--- src/include/dchd_pkg.sv ---
package dchd_pkg;
  // Register addresses
  localparam logic [7:0] ADDR_POS_LEG = 8'h22;
  localparam logic [7:0] ADDR_NEG_LEG = 8'h23;
  localparam logic [7:0] ADDR_PHASE_DET = 8'h24;
  localparam logic [7:0] ADDR_DUTY = 8'h25;
  localparam logic [7:0] ADDR_CTRL = 8'h26;
  localparam logic [7:0] ADDR_TARGET = 8'h27;
  localparam logic [7:0] ADDR_DELAY_HIGH = 8'h28;
  localparam logic [7:0] ADDR_SEARCH_OPT = 8'h29;
  localparam logic [7:0] ADDR_STATUS = 8'h2A;

  // Field layouts, most significant field first
  typedef struct packed {
    logic [2:0] rsvd;
    logic raise_common;
    logic [3:0] magnitude;
  } dchd_leg_offset_t;

  typedef struct packed {
    logic [1:0] rsvd_hi;
    logic comparator_bias_boost;
    logic phase_detector_auto_enable;
    logic [3:0] rsvd_lo;
  } dchd_phase_det_t;

  typedef struct packed {
    logic duty_cycle_auto_enable;
    logic [6:0] rsvd;
  } dchd_duty_t;

  typedef struct packed {
    logic rsvd;
    logic slope_positive;
    logic [1:0] mode;
    logic read_sel;
    logic [1:0] gain;
    logic enable;
  } dchd_ctrl_t;

  typedef struct packed {
    logic delay_lsb;
    logic [1:0] search_direction;
    logic [4:0] target_phase;
  } dchd_target_t;

  typedef struct packed {
    logic exact;
    logic retry;
    logic restart;
    logic [4:0] guard;
  } dchd_search_opt_t;

  // Reset values
  localparam logic [7:0] RST_ZERO = 8'h00;
  localparam logic [7:0] RST_CTRL = 8'h42;
  localparam logic [7:0] RST_SEARCH_OPT = 8'h0B;

  // Field encodings
  localparam logic [1:0] MODE_SEARCH_TRACK = 2'h0;
  localparam logic [1:0] MODE_SEARCH_ONLY = 2'h1;
  localparam logic [1:0] MODE_TRACK_ONLY = 2'h2;
  localparam logic [1:0] DIR_DOWN = 2'h0;
  localparam logic [1:0] DIR_UP = 2'h1;
  localparam logic [1:0] DIR_DOWN_UP = 2'h2;

  // Delay line and timing
  localparam logic [8:0] DELAY_MAX = 9'h1B0;
  localparam logic [5:0] NEAR_TOL = 6'h02;
  localparam logic [7:0] SETTLE_CYCLES = 8'h08;
  localparam logic [7:0] TRACK_BASE = 8'h40;
endpackage : dchd_pkg

--- src/design/dchd_align_ctrl.sv ---
`timescale 1ns/1ps
// Overview of operation
// Per-leg direction bit: 0 lowers, 1 raises the input common level.
// Software writes a 4-bit offset magnitude per leg; all ones advised.
// Software sets phase detector enable bit 4 and bias boost bit 5.
// Software sets duty register bit 7 to enable automatic duty cycle.
// Control bit 6 picks locked slope, 1 positive; resets to 1.
// Mode field: 00 search then track, 01 search only, 10 track only.
// Read-select bit 3 makes delay registers return the live delay value.
// Gain field bits 2:1 sets tracking gain; resets to 01.
// Control bit 0 enables the alignment controller; resets to 0.
// Delay LSB is bit 7 of 0x27; bits 8:1 fill 0x28.
// Search field: 00 down, 01 up, 10 down then up.
// Five-bit target phase sets the lock point, at most 16; the code takes any written value up to 31 unchecked.
// Controller off: delay value drives the delay line directly, max 432; the code passes it unclamped while off, up to 511.
// Controller on: delay value is the search start point.
// 0x28 reads written or locked value with read-select, else zero.
// Status bit 0 shows locked, bit 1 shows lost lock.
// Guard band keeps search off delay line ends unless nothing found.
// Software programs all fields before setting the enable bit.
module dchd_align_ctrl (
  // Clock and reset
  input wire logic i_clk,
  input wire logic i_reset,
  // Register port
  input wire logic [7:0] i_reg_addr,
  input wire logic i_reg_wr,
  input wire logic i_reg_rd,
  input wire logic [7:0] i_reg_wdata,
  output logic [7:0] o_reg_rdata,
  // Phase detector from the converter core
  input wire logic [4:0] i_phase_code,
  input wire logic i_phase_slope,
  // Clock input trim
  output dchd_pkg::dchd_leg_offset_t o_pos_leg,
  output dchd_pkg::dchd_leg_offset_t o_neg_leg,
  // Alignment loop controls and status
  output logic o_phase_detector_auto_enable,
  output logic o_comparator_bias_boost,
  output logic o_duty_cycle_auto_enable,
  output logic [8:0] o_delay_line,
  output logic o_locked,
  output logic o_lost
);
  typedef enum logic [2:0] {ST_OFF, ST_SEARCH, ST_TRACK, ST_HOLD, ST_FAIL}
    dchd_state_t;

  dchd_pkg::dchd_phase_det_t det;
  dchd_pkg::dchd_duty_t duty;
  dchd_pkg::dchd_ctrl_t ctrl;
  dchd_pkg::dchd_target_t tgt;
  dchd_pkg::dchd_search_opt_t opt;
  logic [7:0] delay_high;
  dchd_state_t state;
  logic [8:0] cur_delay;
  logic going_up;
  logic guard_on;
  logic [7:0] step_cnt;
  logic [4:0] ph_meta, ph_sync;
  logic slope_meta, slope_sync;
  logic [8:0] wr_delay, start_delay, lo_bound, hi_bound;
  logic signed [5:0] err;
  logic in_window, slope_ok, match, tick, lose_evt;
  logic [7:0] tick_limit, rd_mux;

  // Two-flop sync of phase detector outputs
  always_ff @(posedge i_clk) begin
    ph_meta <= i_phase_code;
    ph_sync <= ph_meta;
    slope_meta <= i_phase_slope;
    slope_sync <= slope_meta;
  end

  // Trim and enable registers, reserved bits kept zero
  always_ff @(posedge i_clk) begin
    if (i_reset) begin
      o_pos_leg <= dchd_pkg::RST_ZERO;
      o_neg_leg <= dchd_pkg::RST_ZERO;
      det <= dchd_pkg::RST_ZERO;
      duty <= dchd_pkg::RST_ZERO;
    end else if (i_reg_wr) begin
      unique case (i_reg_addr)
        dchd_pkg::ADDR_POS_LEG: o_pos_leg <= {3'h0, i_reg_wdata[4:0]};
        dchd_pkg::ADDR_NEG_LEG: o_neg_leg <= {3'h0, i_reg_wdata[4:0]};
        dchd_pkg::ADDR_PHASE_DET: det <= {2'h0, i_reg_wdata[5:4], 4'h0};
        dchd_pkg::ADDR_DUTY: duty <= {i_reg_wdata[7], 7'h00};
        default: ;
      endcase
    end
  end

  // Alignment controller configuration registers
  always_ff @(posedge i_clk) begin
    if (i_reset) begin
      ctrl <= dchd_pkg::RST_CTRL;
      tgt <= dchd_pkg::RST_ZERO;
      delay_high <= dchd_pkg::RST_ZERO;
      opt <= dchd_pkg::RST_SEARCH_OPT;
    end else if (i_reg_wr) begin
      unique case (i_reg_addr)
        dchd_pkg::ADDR_CTRL: ctrl <= {1'b0, i_reg_wdata[6:0]};
        dchd_pkg::ADDR_TARGET: tgt <= i_reg_wdata;
        dchd_pkg::ADDR_DELAY_HIGH: delay_high <= i_reg_wdata;
        dchd_pkg::ADDR_SEARCH_OPT: opt <= i_reg_wdata;
        default: ;
      endcase
    end
  end

  // Plain outputs of the control registers
  always_ff @(posedge i_clk) begin
    o_phase_detector_auto_enable <= det.phase_detector_auto_enable;
    o_comparator_bias_boost <= det.comparator_bias_boost;
    o_duty_cycle_auto_enable <= duty.duty_cycle_auto_enable;
  end

  // Search window, phase error and step timing
  always_comb begin
    wr_delay = {delay_high, tgt.delay_lsb};
    start_delay = (wr_delay > dchd_pkg::DELAY_MAX) ? dchd_pkg::DELAY_MAX
                                                   : wr_delay;
    lo_bound = guard_on ? {4'h0, opt.guard} : 9'h000;
    hi_bound = guard_on ? dchd_pkg::DELAY_MAX - {4'h0, opt.guard}
                        : dchd_pkg::DELAY_MAX;
    err = $signed({1'b0, ph_sync}) - $signed({1'b0, tgt.target_phase});
    in_window = (err <= $signed(dchd_pkg::NEAR_TOL)) &&
                (err >= -$signed(dchd_pkg::NEAR_TOL));
    slope_ok = (slope_sync == ctrl.slope_positive);
    match = slope_ok && (opt.exact ? (err == 6'sh00) : in_window);
    tick_limit = (state == ST_SEARCH) ? dchd_pkg::SETTLE_CYCLES - 8'h01
               : (dchd_pkg::TRACK_BASE >> ctrl.gain) - 8'h01;
    tick = det.phase_detector_auto_enable && (step_cnt == tick_limit);
    lose_evt = (state == ST_TRACK) && tick && !(in_window && slope_ok);
  end

  // Step counter paced by the phase detector
  always_ff @(posedge i_clk) begin
    if (i_reset || state == ST_OFF || tick) begin
      step_cnt <= 8'h00;
    end else if (det.phase_detector_auto_enable) begin
      step_cnt <= step_cnt + 8'h01;
    end
  end

  // Alignment controller sequencing
  always_ff @(posedge i_clk) begin
    if (i_reset) begin
      state <= ST_OFF;
      cur_delay <= 9'h000;
      going_up <= 1'b0;
      guard_on <= 1'b1;
    end else if (!ctrl.enable) begin
      state <= ST_OFF;
      cur_delay <= wr_delay;
    end else begin
      unique case (state)
        ST_OFF: begin
          cur_delay <= start_delay;
          going_up <= (tgt.search_direction == dchd_pkg::DIR_UP);
          guard_on <= 1'b1;
          state <= (ctrl.mode == dchd_pkg::MODE_TRACK_ONLY) ? ST_TRACK
                                                            : ST_SEARCH;
        end
        ST_SEARCH: begin
          if (tick) begin
            if (match) begin
              state <= (ctrl.mode == dchd_pkg::MODE_SEARCH_ONLY) ? ST_HOLD
                                                                 : ST_TRACK;
            end else if (going_up && cur_delay < hi_bound) begin
              cur_delay <= cur_delay + 9'h001;
            end else if (!going_up && cur_delay > lo_bound) begin
              cur_delay <= cur_delay - 9'h001;
            end else if (!going_up &&
                         tgt.search_direction == dchd_pkg::DIR_DOWN_UP) begin
              going_up <= 1'b1;
            end else if (guard_on) begin
              guard_on <= 1'b0;
              cur_delay <= start_delay;
              going_up <= (tgt.search_direction == dchd_pkg::DIR_UP);
            end else begin
              state <= (opt.retry || opt.restart) ? ST_OFF : ST_FAIL;
            end
          end
        end
        ST_TRACK: begin
          if (lose_evt) begin
            state <= ST_OFF;
          end else if (tick && err != 6'sh00) begin
            if ((err < 6'sh00) == ctrl.slope_positive) begin
              if (cur_delay < dchd_pkg::DELAY_MAX) begin
                cur_delay <= cur_delay + 9'h001;
              end
            end else if (cur_delay != 9'h000) begin
              cur_delay <= cur_delay - 9'h001;
            end
          end
        end
        ST_HOLD: state <= ST_HOLD;
        ST_FAIL: state <= ST_FAIL;
      endcase
    end
  end

  // Delay line drive and lock status
  always_ff @(posedge i_clk) begin
    if (i_reset) begin
      o_delay_line <= 9'h000;
      o_locked <= 1'b0;
    end else begin
      o_delay_line <= cur_delay;
      o_locked <= (state == ST_TRACK) || (state == ST_HOLD);
    end
  end

  // Lost-lock flag, set wins over the clear on disable
  always_ff @(posedge i_clk) begin
    if (i_reset) begin
      o_lost <= 1'b0;
    end else if (lose_evt) begin
      o_lost <= 1'b1;
    end else if (!ctrl.enable) begin
      o_lost <= 1'b0;
    end
  end

  // Read data selection
  always_comb begin
    unique case (i_reg_addr)
      dchd_pkg::ADDR_POS_LEG: rd_mux = o_pos_leg;
      dchd_pkg::ADDR_NEG_LEG: rd_mux = o_neg_leg;
      dchd_pkg::ADDR_PHASE_DET: rd_mux = det;
      dchd_pkg::ADDR_DUTY: rd_mux = duty;
      dchd_pkg::ADDR_CTRL: rd_mux = ctrl;
      dchd_pkg::ADDR_TARGET: rd_mux = ctrl.read_sel ?
        {cur_delay[0], tgt[6:0]} : tgt;
      dchd_pkg::ADDR_DELAY_HIGH: rd_mux = ctrl.read_sel ?
        cur_delay[8:1] : dchd_pkg::RST_ZERO;
      dchd_pkg::ADDR_SEARCH_OPT: rd_mux = opt;
      dchd_pkg::ADDR_STATUS: rd_mux = {6'h00, o_lost, o_locked};
      default: rd_mux = dchd_pkg::RST_ZERO;
    endcase
  end

  // Read data register, held between reads
  always_ff @(posedge i_clk) begin
    if (i_reset) begin
      o_reg_rdata <= dchd_pkg::RST_ZERO;
    end else if (i_reg_rd) begin
      o_reg_rdata <= rd_mux;
    end
  end

  // Checks
  property p_off_drives_line;
    @(posedge i_clk) disable iff (i_reset)
    (!ctrl.enable ##1 !ctrl.enable) |=> o_delay_line == $past(wr_delay, 2);
  endproperty
  a_off_drives_line: assert property (p_off_drives_line)
    else $error("delay line does not follow written value while off");

  property p_high_write_only;
    @(posedge i_clk) disable iff (i_reset)
    (i_reg_rd && i_reg_addr == dchd_pkg::ADDR_DELAY_HIGH && !ctrl.read_sel)
      |=> o_reg_rdata == 8'h00;
  endproperty
  a_high_write_only: assert property (p_high_write_only)
    else $error("upper delay register readable without read select");

  property p_live_readback;
    @(posedge i_clk) disable iff (i_reset)
    (i_reg_rd && i_reg_addr == dchd_pkg::ADDR_DELAY_HIGH && ctrl.read_sel)
      |=> o_reg_rdata == $past(cur_delay[8:1]);
  endproperty
  a_live_readback: assert property (p_live_readback)
    else $error("read select does not return live delay");

  property p_disable_unlocks;
    @(posedge i_clk) disable iff (i_reset)
    !ctrl.enable |=> state == ST_OFF ##1 !o_locked;
  endproperty
  a_disable_unlocks: assert property (p_disable_unlocks)
    else $error("controller still active after disable");

  property p_track_only;
    @(posedge i_clk) disable iff (i_reset)
    (state == ST_OFF && ctrl.enable &&
     ctrl.mode == dchd_pkg::MODE_TRACK_ONLY) |=> state == ST_TRACK;
  endproperty
  a_track_only: assert property (p_track_only)
    else $error("track-only mode did not skip search");

  property p_search_up;
    @(posedge i_clk) disable iff (i_reset)
    (ctrl.enable && state == ST_SEARCH && tick && !match && going_up &&
     cur_delay < hi_bound) |=> cur_delay == $past(cur_delay) + 9'h001;
  endproperty
  a_search_up: assert property (p_search_up)
    else $error("upward search did not step the delay");

  property p_slope_mismatch;
    @(posedge i_clk) disable iff (i_reset)
    (ctrl.enable && state == ST_SEARCH && tick && !slope_ok && going_up &&
     cur_delay < hi_bound) |=> state == ST_SEARCH;
  endproperty
  a_slope_mismatch: assert property (p_slope_mismatch)
    else $error("locked on the wrong slope");

  property p_lost_flag;
    @(posedge i_clk) disable iff (i_reset)
    lose_evt |=> o_lost ##1
      (!o_locked && (o_lost || !$past(ctrl.enable)));
  endproperty
  a_lost_flag: assert property (p_lost_flag)
    else $error("lost lock not reported");

  property p_leg_dir;
    @(posedge i_clk) disable iff (i_reset)
    (i_reg_wr && i_reg_addr == dchd_pkg::ADDR_POS_LEG)
      |=> o_pos_leg.raise_common == $past(i_reg_wdata[4]);
  endproperty
  a_leg_dir: assert property (p_leg_dir)
    else $error("positive leg direction not stored");
endmodule : dchd_align_ctrl

--- config.mk ---
export PLATFORM = sky130hd
export DESIGN_NAME = dchd_align_ctrl
export DESIGN_NICKNAME = d
export VERILOG_FILES = /design/src/include/dchd_pkg.sv /design/src/design/dchd_align_ctrl.sv
export SDC_FILE = /design/constraint.sdc
export NUM_CORES = 1
export LEC_CHECK = 0
export ABC_AREA = 0
export BUFFER_PORTS_ARGS = -buffer_cell sky130_fd_sc_hd__buf_2
export CAP_MARGIN = 20
export CORE_UTILIZATION = 50
export CTS_CLUSTER_DIAMETER = 30
export CTS_CLUSTER_SIZE = 8
export DETAILED_ROUTE_END_ITERATION = 16
export PLACE_DENSITY = 0.78
export SYNTH_ARGS = -nofsm -noshare
export SYNTH_HDL_FRONTEND = slang
export SYNTH_SLANG_ARGS = --single-unit
--- constraint.sdc ---
create_clock -name i_clk -period 2.8 [get_ports i_clk]
set_input_delay 0.14 -clock i_clk [delete_from_list [all_inputs] [get_ports i_clk]]
set_output_delay 0.14 -clock i_clk [all_outputs]
set_load 0.1 [all_outputs]
==> results of run 1 <==
-- state kept, by name (all words and copies together) (netlist names), 7 cells and up --
name / flops
o_delay_line: 9
o_reg_rdata: 8
tgt: 8
opt: 8
cur_delay: 9
step_cnt: 8
ctrl: 7
delay_high: 8
-- per-layer routing --
layer / up-vias / share of wire, % / track usage [%]
met5: - / 0 / 0
met4: 0 / 3.7 / 12.3
met2: 299 / 47 / 49.6
met3: 54 / 9.2 / 7.08
met1: 2707 / 40 / 38.6
li1: 2698 / - / -
-- final cells by class --
cell class,instances,area (um2)
fill,936,3940
multi-input combinational,543,3650
sequential,100,2010
timing repair buffer,127,837
tap,140,175
clock buffer,9,124
inverter,21,78.8
clock inverter,6,71.3
-- report_power, final --
| group | internal [uW] | leakage, uW | switching [uW] |
|---|---|---|---|
| registers | 1430 | 0.000810 | 4.50 |
| logic | 64.0 | 0.00190 | 145 |
| clock network | 417 | 0.0000976 | 532 |
| total | 1910 | 0.00281 | 681 |
-- cells in the mapped netlist, drive strengths merged (4+ instances only) --
master    n
xnor2    19
a22oi    10
clkbuf   34
a21oi    64
dfxtp   100
buf      14
o21ai    26
nor4      6
nand3b    5
nor3b     6
ha       21
a31oi     5
nor2     64
nand2b   10
nor2b    26
mux2i    14
o31ai     8
xor2      9
inv      20
a222oi    6
and2      5
and3      4
o311ai    5
nor4b     5
nand4     7
nand2    92
nand3    52
nor3     13
-- through the flow --
| step | cell area, um2 | power [uW] | setup TNS [ps] | cells | hold slack (ps) |
|---|---|---|---|---|---|
| after floorplan | 5650 | 1590 | 0 | 712 | 168 |
| after global placement | 6340 | 1650 | -1160 | 921 | 243 |
| after detailed placement | 6340 | 1650 | -1590 | 921 | 244 |
| after CTS | 6750 | 2600 | -100 | 944 | 21.9 |
| after global routing | 6950 | 2680 | -1810 | 946 | 40.9 |
| final | 6950 | 2590 | -598 | 946 | 35.2 |
-- worst max-delay path: stages, from the launching register on --
cell and delay, ps:
sky130_fd_sc_hd__dfxtp_2 380, sky130_fd_sc_hd__ha_4 140, sky130_fd_sc_hd__inv_2 30, sky130_fd_sc_hd__fa_2 350, sky130_fd_sc_hd__a311o_1 290, sky130_fd_sc_hd__a221o_1 410, sky130_fd_sc_hd__nor2_4 150, sky130_fd_sc_hd__a31oi_4 130
sky130_fd_sc_hd__or3_4 440, sky130_fd_sc_hd__a21oi_4 180, sky130_fd_sc_hd__mux2_4 310
-- cells by family after synthesis --
family / Yosys count
xor gates and xnor gates: 28
DFF: 100
AOI/OAI and AO/OA: 165
buffers and inverters: 69
muxes: 17
other: 1
adders and majority gates: 22
and+or+nand+nor: 305
-- how the worst max path moves through the flow --
stage	depth (start not counted)	to	slack [ps]	start
after floorplan	11	cur_delay[5]	2	guard_on
after global placement	10	cur_delay[2]	-190	tgt[0]
after detailed placement	11	cur_delay[3]	-210	tgt[0]
after CTS	12	cur_delay[2]	-60	ph_sync[0]
after global routing	10	cur_delay[2]	-220	ctrl[2]
final	10	cur_delay[2]	-120	tgt[0]
-- what timing repair did --
action                                 CTS  global route
buffers inserted                         2             2
pin swaps                               15            20
setup endpoints to repair               12            13
endpoints found under the hold margin    6             0
hold buffers                             6             0
gates resized for setup                 35            34
==> summary.md, run 1 <==
| Metric | Value |
|---|---|
| Setup repair after global routing missed its margin | `yes` |
| Clock tree root driver cell | `sky130_fd_sc_hd__clkbuf_8` |
| Number of iterations in the first detailed-routing pass | `5` |
| Post-synthesis share of cell area spent on and, or, nand and nor gates | `26.7%` |
| Total Wirelength | `17500 um` |
| Clock tree from TritonCTS | `built` |
| Number of H-tree levels | `3` |
| Area share of the largest cell type after synthesis | `35.7%` |
| Via Count | `5758` |
| Antenna cells | `0` |
| Fraction of the cycle the final worst path needs | `104%` |
| Port Buffer Count | `57` |
| Final critical delay including setup and external delays | `2920 ps` |
| Number of ports placed on the die boundary | `64` |
| Overflow left after global routing | `0` |
| Maximum number of pins on one net before global-route repair | `60` |
| P&R area growth vs syn | `24.0%` |
| Final nets | `850` |
| Via count of the first global-routing pass | `5306` |
| Arithmetic-cell share of the synthesized area counting full adders, half adders and majority gates | `5.05%` |
| Global routing usage summed across all routing layers | `30.5%` |
| Worst hold path cell count | `3` |
| Number of max-slew violations in the final report | `0` |
| # Max-Cap Violations | `0` |
| Number of vias per cell after detailed routing | `6.09` |
| Total Die Area | `11600 um2` |
| Synth unique cells | `75` |
| Synthesized instance count | `707` |
| Run status | `complete, but fails checks` |
| Sequential cell area fraction in the yosys report | `35.7%` |
| Cell row count | `38` |
| Wire length of the first global-routing pass | `27100 um` |
| Share of the synthesized area in compound gates (AO/OA/AOI/OAI) | `19.8%` |
| Initial antenna violation count | `0` |
| Share of cells above drive strength 1 | `24.8%` |
| Crit. End Element | `flop` |
| Most common cell after layout, fill and taps aside | `sky130_fd_sc_hd__dfxtp_1` |
| Final estimated routing congestion in global placement | `0.983` |
| Final Hold Viols | `0` |
| Worst Hold Class | `in -> reg` |
| Post-synthesis instance area | `5600 um2` |
| DP Worst Slack | `-208 ps` |
| Worst-case reg-to-reg path depth | `10` |
| Final core occ | `63.8%` |
| Initial core utilization | `51.5%` |
| Library cell with the largest summed area after synthesis | `sky130_fd_sc_hd__dfxtp_1` |
| Die width | `108 um` |
| Worst path arrival time | `3200 ps` |
| Core Box Area | `10900 um2` |
| Number of clock sinks | `100` |
| Number of flops mapped to enable cells by yosys | `0` |
| R2R Path Start | `tgt[0]` |
| CP required | `3080 ps` |
| Failing checks | `negative setup slack` |
| Number of nets with antenna violations after routing | `0` |
| Min-delay src | `i_reg_wdata[6]` |
| Worst-case clock skew | `9.26 ps` |
| Maximum frequency from static timing analysis | `342 MHz` |
| Portion of netlist area occupied by mux cells | `3.10%` |
| Static Leak | `0.00281 uW` |
| Reg2Reg Capture Point | `cur_delay[2]` |
| Worst-case vdd ir drop | `0.421 mV` |
| Endpoints failing setup | `9` |
| Async S/R FF share, synth | `0%` |
| Area share of xor/xnor cells in the synthesized design | `4.38%` |
| Register-to-register setup slack | `-120 ps` |
| Number of design-rule violations left by the first detailed-router iteration | `472` |
| Main combinational cell family by area after synthesis | `simple AND/OR/NAND/NOR gates` |
| Clock-pin transition on the worst setup and hold timing paths | `100 ps` |
| Wirelength per Cell | `18.5 um` |
| Max Buffers Root-to-Sink | `2` |
| Top fanout value on the critical path | `4` |
| Top library cells by usage in the layout, fill and taps aside | `93 x sky130_fd_sc_hd__dfxtp_1, 91 x sky130_fd_sc_hd__nand2_1, 62 x sky130_fd_sc_hd__buf_4` |
| Skew-Pair Late Insertion Delay | `390 ps` |
| End point of the most critical hold path | `tgt[6]` |
| Measured slew at the worst slew-check pin | `1020 ps` |
| Post-synthesis sequential element count | `100` |
| Cell types occupying the most area after synthesis | `sky130_fd_sc_hd__dfxtp_1 36%, sky130_fd_sc_hd__nand2_1 6.1%, sky130_fd_sc_hd__a21oi_1 5.6%` |
| Type of the setup path with the least slack | `reg -> reg` |
| Die span in y | `108 um` |
| Synthesis warning total | `0` |
| Normalized max-slew margin | `31.2%` |
| Post-Syn Area per Cell | `7.93 um2` |
| Number of design rule violations left after detail routing | `0` |
| P per Cell Area | `373 nW/um2` |
| Number of clock buffers inserted by TritonCTS | `9` |
| Crit path setup slack, layout | `-121 ps` |
| Detailed-placement wirelength estimate | `12600 um` |
| Post-synth top flop | `sky130_fd_sc_hd__dfxtp_1` |
| CP Launch Type | `flop` |
(Power assumes the default switching activity.)
==> inputs of run 2 (changes only) <==
--- a/config.mk
+++ b/config.mk
@@ -6,13 +6,13 @@
 export NUM_CORES = 1
 export LEC_CHECK = 0
 export ABC_AREA = 0
-export BUFFER_PORTS_ARGS = -buffer_cell sky130_fd_sc_hd__buf_2
 export CAP_MARGIN = 20
 export CORE_UTILIZATION = 50
 export CTS_CLUSTER_DIAMETER = 30
 export CTS_CLUSTER_SIZE = 8
 export DETAILED_ROUTE_END_ITERATION = 16
-export PLACE_DENSITY = 0.78
+export DONT_BUFFER_PORTS = 1
+export PLACE_DENSITY = 0.73
 export SYNTH_ARGS = -nofsm -noshare
 export SYNTH_HDL_FRONTEND = slang
 export SYNTH_SLANG_ARGS = --single-unit
==> summary.md, run 2 (synthesized netlist as in run 1, its figures left out) <==
| Metric | Value |
|---|---|
| Run status | `complete, but fails checks` |
| Failing checks | `negative setup slack` |
| Total Die Area | `11600 um2` |
| Number of clock buffers inserted by TritonCTS | `9` |
| Setup repair after global routing missed its margin | `yes` |
| Share of cells above drive strength 1 | `22.3%` |
| Worst hold path cell count | `3` |
| Sw frac | `26.8%` |
| Number of vias per cell after detailed routing | `6.16` |
| # Max-Cap Violations | `0` |
| NetSw | `680 uW` |
| Wire length of the first global-routing pass | `26900 um` |
| Layout Cell Area excl Fill | `7070 um2` |
| Number of standard cells in the final layout excluding fillers | `923` |
| Worst-case reg-to-reg path depth | `10` |
| Port Buffer Count | `0` |
| Die span in y | `108 um` |
| Number of ports placed on the die boundary | `64` |
| Number of clock sinks | `100` |
| Max Buffers Root-to-Sink | `2` |
| Type of the setup path with the least slack | `reg -> reg` |
| Static Leak | `0.00272 uW` |
| Reg2Reg Capture Point | `cur_delay[2]` |
| Maximum number of pins on one net before global-route repair | `67` |
| Worst path arrival time | `3200 ps` |
| Skew-Pair Late Insertion Delay | `400 ps` |
| Worst-case clock skew | `13.6 ps` |
| Total instance count after detailed placement | `876` |
| Combinational share of power | `8.6%` |
| Maximum frequency from static timing analysis | `344 MHz` |
| Internal power of the cells | `1860 uW` |
| End point of the most critical hold path | `o_pos_leg[0]` |
| Measured slew at the worst slew-check pin | `920 ps` |
| Number of nets with antenna violations after routing | `0` |
| Final Hold Viols | `0` |
| Crit path setup slack, layout | `-108 ps` |
| P per Cell Area | `359 nW/um2` |
| R2R Path Start | `tgt[1]` |
| Final estimated routing congestion in global placement | `0.981` |
| Clock tree root driver cell | `sky130_fd_sc_hd__clkbuf_8` |
| Flop pwr share | `56.5%` |
| CP Launch Type | `flop` |
| Number of H-tree levels | `3` |
| Via Count | `5685` |
| Detailed-placement wirelength estimate | `11900 um` |
| DP Area | `6150 um2` |
| Worst Hold Class | `in -> reg` |
| Clock tree from TritonCTS | `built` |
| Overflow left after global routing | `0` |
| Top library cells by usage in the layout, fill and taps aside | `93 x sky130_fd_sc_hd__dfxtp_1, 91 x sky130_fd_sc_hd__nand2_1, 77 x sky130_fd_sc_hd__buf_4` |
| Crit. End Element | `flop` |
| Initial core utilization | `51.5%` |
| Wirelength per Cell | `19.1 um` |
| Registers with the highest flip-flop counts | `cur_delay x9, o_delay_line x9` |
| Fraction of the cycle the final worst path needs | `104%` |
| Via count of the first global-routing pass | `5361` |
| Number of design-rule violations left by the first detailed-router iteration | `515` |
| Total Wirelength | `17600 um` |
| Number of iterations in the first detailed-routing pass | `6` |
| Normalized max-slew margin | `37.7%` |
| Clock network fraction of total power | `34.9%` |
| Die width | `108 um` |
| Final nets | `825` |
| Worst-case vdd ir drop | `0.428 mV` |
| Register-to-register setup slack | `-110 ps` |
| Global routing usage summed across all routing layers | `30.4%` |
| Top fanout value on the critical path | `3` |
| Most common cell after layout, fill and taps aside | `sky130_fd_sc_hd__dfxtp_1` |
| Clock-pin transition on the worst setup and hold timing paths | `100 ps` |
| Core Box Area | `10900 um2` |
| Min-delay src | `i_reg_wr` |
| CP required | `3090 ps` |
| Initial antenna violation count | `1` |
| Number of design rule violations left after detail routing | `0` |
| Cell row count | `38` |
| Final critical delay including setup and external delays | `2910 ps` |
| Number of max-slew violations in the final report | `0` |
| Endpoints failing setup | `10` |
| P&R area growth vs syn | `26.1%` |
run 2: how the worst max path moves through the flow:
stage / startpoint / end / slack (ps) / cells past startpoint
after floorplan: guard_on / cur_delay[5] / 2 / 11
after global placement: tgt[0] / cur_delay[3] / -170 / 11
after detailed placement: ph_sync[0] / cur_delay[3] / -240 / 12
after CTS: ph_sync[0] / cur_delay[2] / -100 / 12
after global routing: ph_sync[0] / cur_delay[3] / -200 / 12
final: tgt[1] / cur_delay[2] / -110 / 10
run 2: what timing repair did:
action / in CTS / in global routing
resized for setup: 30 / 60
hold endpoints to repair: 78 / 0
endpoints found under the setup margin: 12 / 13
buffers inserted: 5 / 6
pin swaps: 11 / 30
hold buffers: 18 / 0
run 2: per-layer routing:
layer | wire length, um | GRT usage [%]
met1 | 7030 | 36.5
met5 | 0 | 0
met2 | 8390 | 48.9
met3 | 1450 | 8.54
met4 | 735 | 16.7
run 2: power by group through the flow:
stage | sequential (uW) | clock, uW | combinational, uW
2_1_floorplan | 1470 | 0 | 123
3_3_place_gp | 1470 | 0 | 113
3_5_place_dp | 1470 | 0 | 117
4_1_cts | 1440 | 896 | 182
5_1_grt | 1440 | 937 | 229
6_report | 1440 | 886 | 218
run 2: through the flow:
stage               power [uW]  TNS, ps  hold WS, ps  utilization [%]  setup WS (ps)
global route              2600    -1730         53.7             64.9           -203
global placement          1580     -668          168             56.4           -171
finish                    2540     -683         39.6             64.9           -108
CTS                       2510     -488         24.4             61.4          -98.2
detailed placement        1590    -1450          168             56.4           -241
floorplan                 1590        0          168                -           1.63
run 2: layout make-up:
class / instances / area (um2)
antenna: 1 / 2.50
clock buffer: 12 / 145
clock inverter: 4 / 32.5
fill: 917 / 3820
inverter: 21 / 78.8
multi-input combinational: 543 / 3750
sequential: 100 / 2010
tap: 140 / 175
timing repair buffer: 102 / 871
run 2: worst max-delay path: stages (launching register included):
cell                       delay, ps
sky130_fd_sc_hd__dfxtp_2         370
sky130_fd_sc_hd__inv_2            60
sky130_fd_sc_hd__ha_1            210
sky130_fd_sc_hd__or2_4           270
sky130_fd_sc_hd__o22ai_4         170
sky130_fd_sc_hd__xnor2_2         200
sky130_fd_sc_hd__nor2_4          100
sky130_fd_sc_hd__a2111o_1        480
sky130_fd_sc_hd__or3_4           440
sky130_fd_sc_hd__a21oi_4         190
sky130_fd_sc_hd__mux2_4          320
==> inputs of run 3 (changes only) <==
--- a/config.mk
+++ b/config.mk
@@ -13,6 +13,7 @@
 export DETAILED_ROUTE_END_ITERATION = 16
 export DONT_BUFFER_PORTS = 1
 export PLACE_DENSITY = 0.73
+export RECOVER_POWER = 100
 export SYNTH_ARGS = -nofsm -noshare
 export SYNTH_HDL_FRONTEND = slang
 export SYNTH_SLANG_ARGS = --single-unit
==> summary.md, run 3 (synthesized netlist as in run 1, its figures left out) <==
| Metric | Value |
|---|---|
| Run status | `complete, but fails checks` |
| Failing checks | `negative setup slack` |
| Port Buffer Count | `0` |
| Static Leak | `0.00259 uW` |
| Number of vias per cell after detailed routing | `6.15` |
| Most common cell after layout, fill and taps aside | `sky130_fd_sc_hd__dfxtp_1` |
| Number of clock sinks | `100` |
| Fraction of the cycle the final worst path needs | `104%` |
| Cell Chain, Critical Path | `inv_1 > ha_2 > or2_4 > o22ai_4 > xnor2_2 > nor2_4 > a2111o_1 > or3_4 > a21oi_4 > mux2_4` |
| Final core occ | `63.8%` |
| Worst-case vdd ir drop | `0.426 mV` |
| Wirelength per Cell | `19.1 um` |
| Worst hold path cell count | `3` |
| Buf/Inv on CP | `1` |
| Total instance count after detailed placement | `876` |
| Clock-pin transition on the worst setup and hold timing paths | `100 ps` |
| R2R Path Start | `tgt[2]` |
| Number of max-slew violations in the final report | `0` |
| Setup repair after global routing missed its margin | `yes` |
| Final critical delay including setup and external delays | `2920 ps` |
| Total negative slack | `-714 ps` |
| Skew-Pair Late Insertion Delay | `400 ps` |
| CP Launch Type | `flop` |
| Type of the setup path with the least slack | `reg -> reg` |
| Normalized max-slew margin | `7.45%` |
| Dominant delay contributor by cell family on the critical path | `compound AO/OA/AOI/OAI gates` |
| Final estimated routing congestion in global placement | `0.981` |
| Worst Hold Class | `in -> reg` |
| Detailed-placement wirelength estimate | `11900 um` |
| DP Area | `6150 um2` |
| End point of the most critical hold path | `o_pos_leg[0]` |
| Maximum number of pins on one net before global-route repair | `67` |
| CP peak stage delay | `480 ps` |
| Layout Cell Area excl Fill | `6950 um2` |
| Die span in y | `108 um` |
| Via Count | `5676` |
| Number of ports placed on the die boundary | `64` |
| Max Buffers Root-to-Sink | `2` |
| Number of nets with antenna violations after routing | `0` |
| Final nets | `825` |
| Global routing usage summed across all routing layers | `30.4%` |
| P per Cell Area | `366 nW/um2` |
| Total Die Area | `11600 um2` |
| Register-to-register setup slack | `-120 ps` |
| Number of H-tree levels | `3` |
| Endpoints failing setup | `10` |
| Measured slew at the worst slew-check pin | `1370 ps` |
| Maximum frequency from static timing analysis | `342 MHz` |
| Die width | `108 um` |
| Master of the slowest instance on the critical path | `sky130_fd_sc_hd__a2111o_1` |
| Clock tree from TritonCTS | `built` |
| Initial core utilization | `51.5%` |
| CP required | `3090 ps` |
| Crit. End Element | `flop` |
| Clock tree root driver cell | `sky130_fd_sc_hd__clkbuf_8` |
| Crit path setup slack, layout | `-120 ps` |
| Number of design-rule violations left by the first detailed-router iteration | `496` |
| Wire length of the first global-routing pass | `26900 um` |
| Total Wirelength | `17600 um` |
| Number of clock buffers inserted by TritonCTS | `9` |
| Core Box Area | `10900 um2` |
| Final Hold Viols | `0` |
| Cell row count | `38` |
| Initial antenna violation count | `1` |
| Share of cells above drive strength 1 | `18.3%` |
| Number of design rule violations left after detail routing | `0` |
| Registers with the highest flip-flop counts | `cur_delay x9, o_delay_line x9` |
| Worst path arrival time | `3210 ps` |
| Top library cells by usage in the layout, fill and taps aside | `93 x sky130_fd_sc_hd__dfxtp_1, 91 x sky130_fd_sc_hd__nand2_1, 61 x sky130_fd_sc_hd__nor2_1` |
| Via count of the first global-routing pass | `5361` |
| Min-delay src | `i_reg_wr` |
| Number of iterations in the first detailed-routing pass | `5` |
| Overall power consumption | `2540 uW` |
| Number of standard cells in the final layout excluding fillers | `923` |
| # Max-Cap Violations | `0` |
| Count of fill cells added during filler insertion | `947` |
| Worst-case reg-to-reg path depth | `10` |
| Worst-case clock skew | `14.1 ps` |
| Reg2Reg Capture Point | `cur_delay[2]` |
| P&R area growth vs syn | `24.0%` |
| Top fanout value on the critical path | `5` |
| Overflow left after global routing | `0` |
## run 3: changes by cell type in the layout (fill, tap and decap cells not counted), sizes merged
cell / before / now
clkbuf: 12 / 43
buf: 85 / 54
## run 3: timing repair
action,in CTS,in global routing
buffers inserted,5,6
hold endpoints to repair,78,0
cloned,0,0
pin swaps,11,30
gates resized for setup,30,60
endpoints found under the setup margin,12,13
hold buffers,18,0
## run 3: layout make-up
cell class	count	area [um2]	area share (%)
Tap cell	140	175	2.52
Multi-Input combinational cell	543	3750	53.9
Clock buffer	12	145	2.09
Antenna cell	1	2.50	0.0360
Inverter	21	78.8	1.13
Clock inverter	4	32.5	0.468
Timing Repair Buffer	102	754	10.9
Sequential cell	100	2010	29.0
## run 3: worst max path at each step
| stage | from | end | slack (ps) | cells past startpoint |
|---|---|---|---|---|
| global route | ph_sync[0] | cur_delay[3] | -200 | 12 |
| floorplan | guard_on | cur_delay[5] | 2 | 11 |
| detailed placement | ph_sync[0] | cur_delay[3] | -240 | 12 |
| CTS | ph_sync[0] | cur_delay[2] | -100 | 12 |
| finish | tgt[2] | cur_delay[2] | -120 | 10 |
| global placement | tgt[0] | cur_delay[3] | -170 | 11 |
## run 3: power by group
part           leakage [uW]  total [uW]  internal (uW)  switching (uW)
Combinational       0.00169         218           76.2             141
Sequential         0.000811        1440           1430            5.15
Clock             0.0000832         888            353             535
Total               0.00259        2540           1860             681
## run 3: per-layer routing
metal	up-vias	part of all wire [%]	global-route usage, %
met5	-	0	0
met3	65	8.2	8.54
met2	274	48	48.9
met1	2686	40	36.5
li1	2651	-	-
met4	0	4.3	16.7
## run 3: per-stage QoR
stage | hold slack [ps] | setup slack, ps
global route | 54.7 | -203
detailed placement | 168 | -241
global placement | 168 | -171
CTS | 24.4 | -98.2
finish | 41.4 | -120
floorplan | 168 | 1.63
## run 3: worst min-delay path, delay by kind of cell
kind	cells	cell delay, ps
AO/OA/AOI/OAI	1	60
AND/OR/NAND/NOR	2	190
